### config.mk
export PLATFORM = sky130hd
export DESIGN_NAME = cs_scan_ctrl
export DESIGN_NICKNAME = d
export VERILOG_FILES = /design/src/cs_scan_pkg.sv /design/src/cs_pin_mux.sv /design/src/cs_scan_ctrl.sv
export SDC_FILE = /design/constraint.sdc
export NUM_CORES = 1
export LEC_CHECK = 0
export BUFFER_PORTS_ARGS = -buffer_cell sky130_fd_sc_hd__buf_4
export CORE_MARGIN = 4
export CORE_UTILIZATION = 55
export DETAILED_ROUTE_END_ITERATION = 8
export HOLD_SLACK_MARGIN = 0.05
export MAX_ROUTING_LAYER = met4
export PLACE_DENSITY = 0.84
export SETUP_SLACK_MARGIN = 0.3
export SLEW_MARGIN = 20
export SYNTH_ARGS = -nofsm -noshare
export SYNTH_HDL_FRONTEND = slang
export SYNTH_SLANG_ARGS = --single-unit
### constraint.sdc
create_clock -name ref_clk -period 2.3 [get_ports ref_clk]
set_input_delay 0.115 -clock ref_clk [delete_from_list [all_inputs] [get_ports ref_clk]]
set_output_delay 0.115 -clock ref_clk [all_outputs]
set_load 0.1 [all_outputs]
### src/cs_scan_pkg.sv
// Package for the capacitive-sense scan, threshold and mux control block.
// Assumes a byte-wide register port on the same clock as the block.
package cs_scan_pkg;

  // ************************************************************
  // Register offsets
  // ************************************************************
  localparam logic [7:0] CS_OFS_THR_LOW   = 8'h96;
  localparam logic [7:0] CS_OFS_THR_HIGH  = 8'h97;
  localparam logic [7:0] CS_OFS_CHAN_SEL  = 8'h9c;
  localparam logic [7:0] CS_OFS_CONFIG    = 8'h9e;
  localparam logic [7:0] CS_OFS_FIRST     = 8'hb9;
  localparam logic [7:0] CS_OFS_LAST      = 8'hba;
  localparam logic [7:0] CS_OFS_CONTROL   = 8'hb0;
  localparam logic [7:0] CS_OFS_IRQ_STAT  = 8'hb1;
  localparam logic [7:0] CS_OFS_IRQ_MASK  = 8'hb2;

  // ************************************************************
  // Field positions
  // ************************************************************
  localparam int CS_BIT_DISCONNECT = 7;  // In channel select
  localparam int CS_BIT_BUSY       = 4;  // In control
  localparam int CS_BIT_CMP_EN     = 3;  // In control
  localparam int CS_BIT_CMP_FLAG   = 0;  // In control
  localparam int CS_POS_MODE       = 4;  // Mode field 6:4 in config
  localparam int CS_BIT_IRQ_DONE   = 0;  // In irq status and mask
  localparam int CS_BIT_IRQ_CMP    = 1;

  // ************************************************************
  // Reset values
  // ************************************************************
  localparam logic [3:0] CS_RST_CHAN       = 4'hf;
  localparam logic       CS_RST_DISCONNECT = 1'b1;
  localparam logic [4:0] CS_RST_SCAN       = 5'h00;
  localparam logic [7:0] CS_RST_THR        = 8'h00;

  // Start-of-conversion modes
  localparam logic [2:0] CS_MODE_ONESHOT = 3'b000;
  localparam logic [2:0] CS_MODE_TMR0    = 3'b001;
  localparam logic [2:0] CS_MODE_TMR2    = 3'b010;
  localparam logic [2:0] CS_MODE_TMR1    = 3'b011;
  localparam logic [2:0] CS_MODE_CONT    = 3'b110;
  localparam logic [2:0] CS_MODE_SCAN    = 3'b111;

  // Register port request
  typedef struct packed {
    logic [7:0] addr;
    logic [7:0] wdata;
    logic       wr;
    logic       rd;
  } cs_bus_req_t;

  // Converter result handed back with its done pulse
  typedef struct packed {
    logic        done;
    logic [15:0] result;
  } cs_conv_t;

endpackage

### src/cs_pin_mux.sv
// Channel-to-pin routing for the sense converter input.
// Assumes the select and disconnect come from flops on the same clock.
`timescale 1ns/1ns
module cs_pin_mux
  import cs_scan_pkg::*;
#(
  parameter int CHANNELS = 16
) (
  input  wire logic                ref_clk,     // System clock
  input  wire logic                rst,         // Sync reset, high
  input  wire logic [3:0]          chan,        // Selected channel
  input  wire logic                disconnect,  // Isolate from all pins
  output logic      [CHANNELS-1:0] pin_connect  // One-hot pin switch enables
);

  // ************************************************************
  // Elaboration check
  // ************************************************************
  if (CHANNELS < 1 || CHANNELS > 16) begin : g_chk
    $error("cs_pin_mux: CHANNELS must be 1 to 16");
  end

  logic [CHANNELS-1:0] next_pin_connect;

  // One switch closed at most; codes beyond CHANNELS close none
  always_comb begin
    next_pin_connect = '0;
    if (!disconnect && (32'(chan) < CHANNELS)) begin
      next_pin_connect[chan] = 1'b1;
    end
  end

  // Registered so the switches never glitch between channels
  always_ff @(posedge ref_clk) begin
    if (rst) begin
      pin_connect <= '0;
    end else begin
      pin_connect <= next_pin_connect;
    end
  end

endmodule

### src/cs_scan_ctrl.sv
// Scan, threshold and input-mux control for the capacitive-sense converter.
// Assumes the converter core, timers and register master share ref_clk.
`timescale 1ns/1ns
module cs_scan_ctrl
  import cs_scan_pkg::*;
#(
  parameter int CHANNELS = 16
) (
  input  wire logic        ref_clk,      // 20 MHz system clock
  input  wire logic        rst,          // Sync reset, high
  input  wire cs_bus_req_t bus,          // Register request
  output logic      [7:0]  rdata,        // Read data, cycle after rd
  input  wire cs_conv_t    conv,         // Converter done and result
  input  wire logic [2:0]  timer_tick,   // Timer 0,2,1 overflow pulses
  output logic             conv_start,   // Start one conversion, pulse
  output logic      [CHANNELS-1:0] pin_connect, // Pin switch enables
  output logic             irq           // Level interrupt
);

  // ************************************************************
  // Elaboration check
  // ************************************************************
  if (CHANNELS < 1 || CHANNELS > 16) begin : g_chk
    $error("cs_scan_ctrl: CHANNELS must be 1 to 16");
  end

  // ************************************************************
  // State
  // ************************************************************
  logic [7:0] thr_low,    next_thr_low;
  logic [7:0] thr_high,   next_thr_high;
  logic [3:0] chan,       next_chan;
  logic       disconnect, next_disconnect;
  logic [4:0] first_ch,   next_first_ch;
  logic [4:0] last_ch,    next_last_ch;
  logic [2:0] mode,       next_mode;
  logic       busy,       next_busy;
  logic       cmp_en,     next_cmp_en;
  logic       cmp_flag,   next_cmp_flag;
  logic [1:0] irq_stat,   next_irq_stat;
  logic [1:0] irq_mask,   next_irq_mask;
  logic       next_conv_start;
  logic [7:0] next_rdata;

  logic        auto_scan;
  logic        go_write;
  logic        trig;
  logic [15:0] threshold;
  logic        above;

  // Step one channel or wrap to the first
  function automatic logic [3:0] scan_next(input logic [3:0] cur,
                                           input logic [4:0] lo,
                                           input logic [4:0] hi);
    scan_next = (cur == hi[3:0]) ? lo[3:0] : 4'(cur + 4'h1);
  endfunction

  // Register write hit
  function automatic logic wr_hit(input cs_bus_req_t b, input logic [7:0] ofs);
    wr_hit = b.wr && (b.addr == ofs);
  endfunction

  // ************************************************************
  // Decode and compare
  // ************************************************************
  assign auto_scan = (mode == CS_MODE_SCAN);
  assign threshold = {thr_high, thr_low};
  assign above     = conv.result > threshold;
  // Busy write only starts in the firmware-started modes
  assign go_write  = wr_hit(bus, CS_OFS_CONTROL) && bus.wdata[CS_BIT_BUSY]
                     && (mode == CS_MODE_ONESHOT || mode == CS_MODE_CONT
                         || auto_scan);
  always_comb begin
    case (mode)
      CS_MODE_TMR0: trig = timer_tick[0];
      CS_MODE_TMR2: trig = timer_tick[1];
      CS_MODE_TMR1: trig = timer_tick[2];
      default:      trig = 1'b0;
    endcase
  end

  // ************************************************************
  // Register and scan next state
  // ************************************************************
  always_comb begin
    next_thr_low    = thr_low;
    next_thr_high   = thr_high;
    next_chan       = chan;
    next_disconnect = disconnect;
    next_first_ch   = first_ch;
    next_last_ch    = last_ch;
    next_mode       = mode;
    next_busy       = busy;
    next_cmp_en     = cmp_en;
    next_cmp_flag   = cmp_flag;
    next_irq_stat   = irq_stat;
    next_irq_mask   = irq_mask;
    next_conv_start = 1'b0;

    // Scan advance first, so firmware writes below take priority
    if (conv.done && busy && auto_scan) begin
      next_chan = scan_next(chan, first_ch, last_ch);
    end
    if (wr_hit(bus, CS_OFS_THR_LOW))  next_thr_low  = bus.wdata;
    if (wr_hit(bus, CS_OFS_THR_HIGH)) next_thr_high = bus.wdata;
    if (wr_hit(bus, CS_OFS_CHAN_SEL)) begin
      next_chan       = bus.wdata[3:0];
      next_disconnect = bus.wdata[CS_BIT_DISCONNECT];
    end
    if (wr_hit(bus, CS_OFS_FIRST)) begin
      next_first_ch = bus.wdata[4:0];
      if (auto_scan) next_chan = bus.wdata[3:0];
    end
    if (wr_hit(bus, CS_OFS_LAST)) next_last_ch = bus.wdata[4:0];
    if (wr_hit(bus, CS_OFS_CONFIG)) begin
      next_mode = bus.wdata[CS_POS_MODE +: 3];
    end
    if (wr_hit(bus, CS_OFS_IRQ_MASK)) next_irq_mask = bus.wdata[1:0];

    // Conversion sequencing; continuous modes restart on every done
    if (conv.done && busy) begin
      if (mode == CS_MODE_CONT || auto_scan) begin
        next_conv_start = 1'b1;
      end else begin
        next_busy = 1'b0;
      end
    end
    if (go_write && !busy) begin
      next_busy       = 1'b1;
      next_conv_start = 1'b1;
    end
    if (trig && !busy) begin
      next_busy       = 1'b1;
      next_conv_start = 1'b1;
    end

    // Flags: writing 0 clears cmp_flag, writing 1 clears an irq_stat bit; a same-cycle event wins
    if (wr_hit(bus, CS_OFS_CONTROL)) begin
      next_cmp_en = bus.wdata[CS_BIT_CMP_EN];
      if (!bus.wdata[CS_BIT_CMP_FLAG]) next_cmp_flag = 1'b0;
    end
    if (wr_hit(bus, CS_OFS_IRQ_STAT)) begin
      next_irq_stat = irq_stat & ~bus.wdata[1:0];
    end
    if (conv.done) begin
      next_irq_stat[CS_BIT_IRQ_DONE] = 1'b1;
      if (cmp_en && above) begin
        next_cmp_flag                 = 1'b1;
        next_irq_stat[CS_BIT_IRQ_CMP] = 1'b1;
      end
    end
  end

  always_ff @(posedge ref_clk) begin
    if (rst) begin
      thr_low    <= CS_RST_THR;
      thr_high   <= CS_RST_THR;
      chan       <= CS_RST_CHAN;
      disconnect <= CS_RST_DISCONNECT;
      first_ch   <= CS_RST_SCAN;
      last_ch    <= CS_RST_SCAN;
      mode       <= CS_MODE_ONESHOT;
      busy       <= 1'b0;
      cmp_en     <= 1'b0;
      cmp_flag   <= 1'b0;
      irq_stat   <= 2'b00;
      irq_mask   <= 2'b00;
      conv_start <= 1'b0;
    end else begin
      thr_low    <= next_thr_low;
      thr_high   <= next_thr_high;
      chan       <= next_chan;
      disconnect <= next_disconnect;
      first_ch   <= next_first_ch;
      last_ch    <= next_last_ch;
      mode       <= next_mode;
      busy       <= next_busy;
      cmp_en     <= next_cmp_en;
      cmp_flag   <= next_cmp_flag;
      irq_stat   <= next_irq_stat;
      irq_mask   <= next_irq_mask;
      conv_start <= next_conv_start;
    end
  end

  // Level interrupt from masked sticky status
  assign irq = |(irq_stat & irq_mask);

  // ************************************************************
  // Read port
  // ************************************************************
  // Unused and unmapped bits read zero
  always_comb begin
    next_rdata = 8'h00;
    if (bus.rd) begin
      case (bus.addr)
        CS_OFS_THR_LOW:  next_rdata = thr_low;
        CS_OFS_THR_HIGH: next_rdata = thr_high;
        CS_OFS_CHAN_SEL: next_rdata = {disconnect, 3'b000, chan};
        CS_OFS_FIRST:    next_rdata = {3'b000, first_ch};
        CS_OFS_LAST:     next_rdata = {3'b000, last_ch};
        CS_OFS_CONFIG:   next_rdata = {1'b0, mode, 4'h0};
        CS_OFS_CONTROL:  next_rdata = {3'b000, busy, cmp_en, 2'b00, cmp_flag};
        CS_OFS_IRQ_STAT: next_rdata = {6'h00, irq_stat};
        CS_OFS_IRQ_MASK: next_rdata = {6'h00, irq_mask};
        default:         next_rdata = 8'h00;
      endcase
    end
  end

  // Held only in the cycle after the read
  always_ff @(posedge ref_clk) begin
    if (rst) begin
      rdata <= 8'h00;
    end else begin
      rdata <= next_rdata;
    end
  end

  // ************************************************************
  // Pin routing
  // ************************************************************
  cs_pin_mux #(
    .CHANNELS    (CHANNELS)
  ) u_pin_mux (
    .ref_clk     (ref_clk),
    .rst         (rst),
    .chan        (chan),
    .disconnect  (disconnect),
    .pin_connect (pin_connect)
  );
endmodule

# Word-level counts from Yosys, hierarchy flattened
# Cells that the tools add are included.
dict set report word_totals {
  inputBits 40
  reg_bits 66
}
dict set report op_classes {
  n_reduce_logical 28
  order_cmp 3
  eq_ne 16
  bitwise 4
  addsub 1
  muxes 24
}
# op n
set op_table {}
lappend op_table {{8-bit equality test, second input constant} 9}
lappend op_table {{8-bit case mux with 9 select lines} 1}
lappend op_table {{4-bit two-way mux} 5}
lappend op_table {{1-bit logical AND} 17}
lappend op_table {{16-bit > comparator} 1}
lappend op_table {{1-bit two-way mux} 14}
lappend op_table {{3-bit by 2-bit equality test with 1-bit output, second input constant} 2}
lappend op_table {{3-bit equality test, second input constant} 2}
lappend op_table {{2-bit OR reduction} 3}
lappend op_table {{4-bit by 5-bit < comparator with 1-bit output, second input constant} 1}
lappend op_table {{4-bit by 1-bit adder with 4-bit output, second input constant} 1}
lappend op_table {{2-bit bitwise AND} 2}
lappend op_table {{1-bit demux with 4-bit select} 1}
lappend op_table {{4-bit equality test} 1}
lappend op_table {{4-bit by 1-bit >= comparator with 1-bit output, second input constant} 1}
lappend op_table {{2-bit two-way mux} 2}
lappend op_table {{3-bit by 1-bit equality test with 1-bit output, second input constant} 1}
lappend op_table {{3-bit zero test} 1}
lappend op_table {{1-bit logical OR} 3}
lappend op_table {{3-bit by 1-bit != test with 1-bit output, second input constant} 1}
lappend op_table {{1-bit case mux with 3 select lines} 1}
lappend op_table {{3-bit nonzero test} 1}
lappend op_table {{2-bit NOT} 1}
lappend op_table {{2-bit AND reduction} 1}
lappend op_table {{3 further kinds} 3}

# Logic depth before layout (Yosys ltp)
dict set report depth {
  ltp_word 7
  ltp_mapped 7
  ltp_nobuf 7
}

# Cells and area by module
# Synthesis repeated with hierarchy kept, for this count alone.
dict set report hier_totals {
  hier_cells 396
  area_unflattened_um2 3468.3
}
# mod cells_each seq_area_each_um2 area_per_inst_um2 instances
set by_module_without_submodules {}
lappend by_module_without_submodules {cs_scan_ctrl 357 1001.0 3016.6 1}
lappend by_module_without_submodules {cs_pin_mux 39 320.3 451.7 1}

# Worst setup path after synthesis
# Ideal clock, no wire load.
dict set report synth_timing {
  path_type {register to register}
  from {register thr_high[7]}
  to {register cmp_flag}
  setup_time_ps 116
  setup_slack_ps 563
  path_stages_with_launch 8
  t_arrival_ps 1622
  synth_period_minus_slack_ps 1737
  path_buffers 0
  cell_sequence {dfxtp_1 -> inv_1 -> ha_1 -> nand4_1 -> or4_1 -> nand4_1 -> a31oi_1 -> a31o_1}
}
dict set report synth_between {
  elab_chain_len 4
}
# item line
set synth_lines {}
lappend synth_lines {{start, declared} cs_scan_ctrl.sv:31} ;# logic [7:0] thr_high, next_thr_high;
lappend synth_lines {{start signal, assigned} cs_scan_ctrl.sv:171} ;# thr_high <= next_thr_high;
lappend synth_lines {{16-bit > comparator} cs_scan_ctrl.sv:68} ;# assign above = conv.result > threshold;
lappend synth_lines {{1-bit logical AND} cs_scan_ctrl.sv:147} ;# if (cmp_en && above) begin
lappend synth_lines {{1-bit two-way mux} cs_scan_ctrl.sv:147}
lappend synth_lines {{1-bit two-way mux} cs_scan_ctrl.sv:145} ;# if (conv.done) begin
lappend synth_lines {{end signal, assigned} cs_scan_ctrl.sv:179} ;# cmp_flag <= next_cmp_flag;
lappend synth_lines {{end, declared} cs_scan_ctrl.sv:39} ;# logic cmp_flag, next_cmp_flag;
# Every way passes these cells.
# A chain may end at the register's enable or synchronous reset.

# Final worst setup path
dict set report layout_timing {
  from {register thr_high[3]}
  to {register cmp_flag}
}
# The elaborated chain is that of the path after synthesis.

==> impl_metrics.yaml <==
cells_and_area:
  area_delta_synth_final_pct: 22.1
  num-nets-final: 534
  num_antenna_cells: 0
  stdcell_area_um2: 4260
  drive_gt1_frac: 0.211
  final_cells: 554
placed_design:
  placed_area_um2: 4000
  dpl.hpwl_um: 6810
  place_congestion: 0.951
  port_buffers: 65
  dp.cells: 533
clock_network:
  htreeDepth: 3
  clk_pin_slew_ns: 0.07
  clock-sinks: 66
  postCtsSetupBuffers: 0
  insertion_delay_ns: 0.35
  cts_tree: "built"
  cts_max_path_buffers: 2
  cts-root-buf: "clkbuf_8"
  numCtsBuffers: 9
sta:
  final.min_clock_period_ns: 1.80
  max_freq_ghz: 0.555
  final_hold_viol_count: 0
  rsz0062_at_grt: "false"
  setup_viol: 0
  skew_ns: 0.0104
  timing.hold.ws_ns: 0.0713
  drv_slew: 0
  finalCritPeriodShare: 0.784
  setup_tns_ns: 0
  relSlewSlack: 0.650
  worst_pin_slew_ns: 0.521
detailed_routing:
  drc_errors: 0
  route.vias.total: 3284
  drt-total-wl_um: 9420
  first_iter_violations: 407
  vias_per_cell: 5.93
  drt_pre_antenna_iters: 6
  postRouteAntennaNets: 0
  wl_per_cell_um: 17.0
synth:
  syn_area_per_cell_um2: 8.52
  synth_top_area_frac: 0.379
  synthTopCellsByArea: "dfxtp_1, mux2i_1, ha_1"
  ys_types: 54
  syn_inst: 409
  yosysMostFrequentCell: "dfxtp_1"
  yosys-top-cells-count: "dfxtp_1, nor2_1, nand2_1, a21oi_1, mux2i_1"
  synth_ff_type: "dfxtp_1"
  synth-seq-cells: 66
  synth_edf_count: 0
  synthArstFlopShare: 0
  yosysWarnings: 0
  synthesis.nets: 469
  synth_top_area_cell: "dfxtp_1"
  yosysSeqAreaShare: 0.379
  syn_area_um2: 3490
global_route:
  use_met1: 0.320
  use_met2: 0.420
  grt_pass1_wl_um: 15000
  gr-usage-met3: 0.0536
  grt_most_used_layer: "met2"
  overflow: 0
  antenna_found_initial: 0
  grt_pass1_vias: 3180
  grt_max_degree: 45
  grtUsageTotal: 0.261
critical_path:
  cp_max_fo: 3
  rr_endpoint: "cmp_flag$_SDFF_PP0_"
  worstSetupPathType: "reg -> reg"
  critPathArrivalTime_ns: 2.05
  start_kind: "flip-flop"
  ff2ff_setup_slack_ns: 0.50
  cp.required_ns: 2.54
  crit_path_end_kind: "flip-flop"
  r2r-start: "thr_high[3]$_SDFFE_PP0P_"
  worstRegToRegCells: 7
floorplanning:
  dieArea_um2: 7680
  io-pin-count: 66
  die_h_um: 87.6
  core_um2: 6030
  start_util: 0.578
  rows: 28
  die_w_um: 87.6
hold_path:
  hold_path_class: "in -> reg"
  hold_start: "bus[6]"
  min_to: "mode[0]$_SDFFE_PP0P_"
  hold_depth: 3
status:
  status: "complete, no violations"
power:
  p_total_uw: 2390
  power_leakage_uw: 0.00178
  ir_drop_mv: 0.325
  pwr_density_cell_nw_per_um2: 561
run:
  drv_cap: 0
-- placed cells by master (no fill, tap or decap), types with 11 or more instances in the layout --
master / netlist / routed
a21oi_1: 33 / 33
nand4_1: 11 / 11
clkbuf_8: 0 / 11
buf_4: 0 / 68
dfxtp_1: 66 / 65
o21ai_0: 16 / 16
nor2_1: 52 / 52
inv_1: 23 / 23
mux2i_1: 28 / 28
ha_1: 20 / 20
nand2_1: 41 / 41
-- power breakdown --
| group | total (µW) | switching (µW) | internal, µW |
|---|---|---|---|
| logic | 204 | 118 | 86.3 |
| clock network | 1040 | 472 | 566 |
| registers | 1150 | 1.91 | 1140 |
| total | 2390 | 591 | 1800 |
-- layout make-up --
cell class                      count  area, µm²
Multi-Input combinational cell    301       1980
Fill cell                         498       1770
Sequential cell                    66       1320
Timing Repair Buffer               73        561
Clock buffer                       11        151
Tap cell                           75       93.8
Inverter                           23       86.3
Clock inverter                      5       60.1
-- what timing repair did --
item                                    4_1_cts  5_1_grt
gates resized for setup                       0        1
hold buffers                                  5        0
endpoints found under the hold margin         9        0
endpoints found under the setup margin        0        2
-- per-layer routing --
metal  share of wire  vias to the layer above
met3           0.086                       23
met5               0                        -
met4           0.028                        0
met2            0.48                      153
met1            0.41                     1538
li1                -                     1570
-- worst max-delay path, cell delays in order (launching register included) --
cell	delay [ns]
dfxtp_1	0.35
inv_1	0.05
ha_1	0.30
nand4_1	0.14
or4_1	0.52
nand4_1	0.10
a31oi_1	0.06
a31o_1	0.18
-- worst max-delay path by stage --
stage / start / end / cells past startpoint
floorplan: thr_high[7]$_SDFFE_PP0P_ / cmp_flag$_SDFF_PP0_ / 7
global placement: thr_high[7]$_SDFFE_PP0P_ / cmp_flag$_SDFF_PP0_ / 7
detailed placement: thr_high[7]$_SDFFE_PP0P_ / cmp_flag$_SDFF_PP0_ / 7
CTS: thr_high[7]$_SDFFE_PP0P_ / cmp_flag$_SDFF_PP0_ / 7
global route: thr_high[2]$_SDFFE_PP0P_ / cmp_flag$_SDFF_PP0_ / 7
finish: thr_high[3]$_SDFFE_PP0P_ / cmp_flag$_SDFF_PP0_ / 7
-- metrics by stage --
step,setup WS [ns],util
finish,0.497,0.707
global route,0.340,0.707
CTS,0.416,0.706
detailed placement,0.420,0.663
global placement,0.500,0.663
floorplan,0.563,-
-- state kept, by name (all words and copies together) (netlist names) --
register and cells:
disconnect 1, last_ch 5, conv_start 1, cmp_en 1, cmp_flag 1, thr_high 8
thr_low 8, irq_stat 2, rdata 8, irq_mask 2, first_ch 5, u_pin_mux.pin_connect 16
chan 4, busy 1, mode 3
-- logic make-up (layout without fill, tap and decap cells) --
logic type / after synthesis / count (layout) / share of synthesized area
compound gates: 80 / 80 / 0.145
fa+ha+maj: 20 / 20 / 0.0718
xor+xnor: 4 / 4 / 0.0100
simple gates: 165 / 165 / 0.249
flops: 66 / 66 / 0.379
buf+inv: 42 / 112 / 0.0520
mux: 32 / 32 / 0.0933
Power figures use the tool's default switching activity.
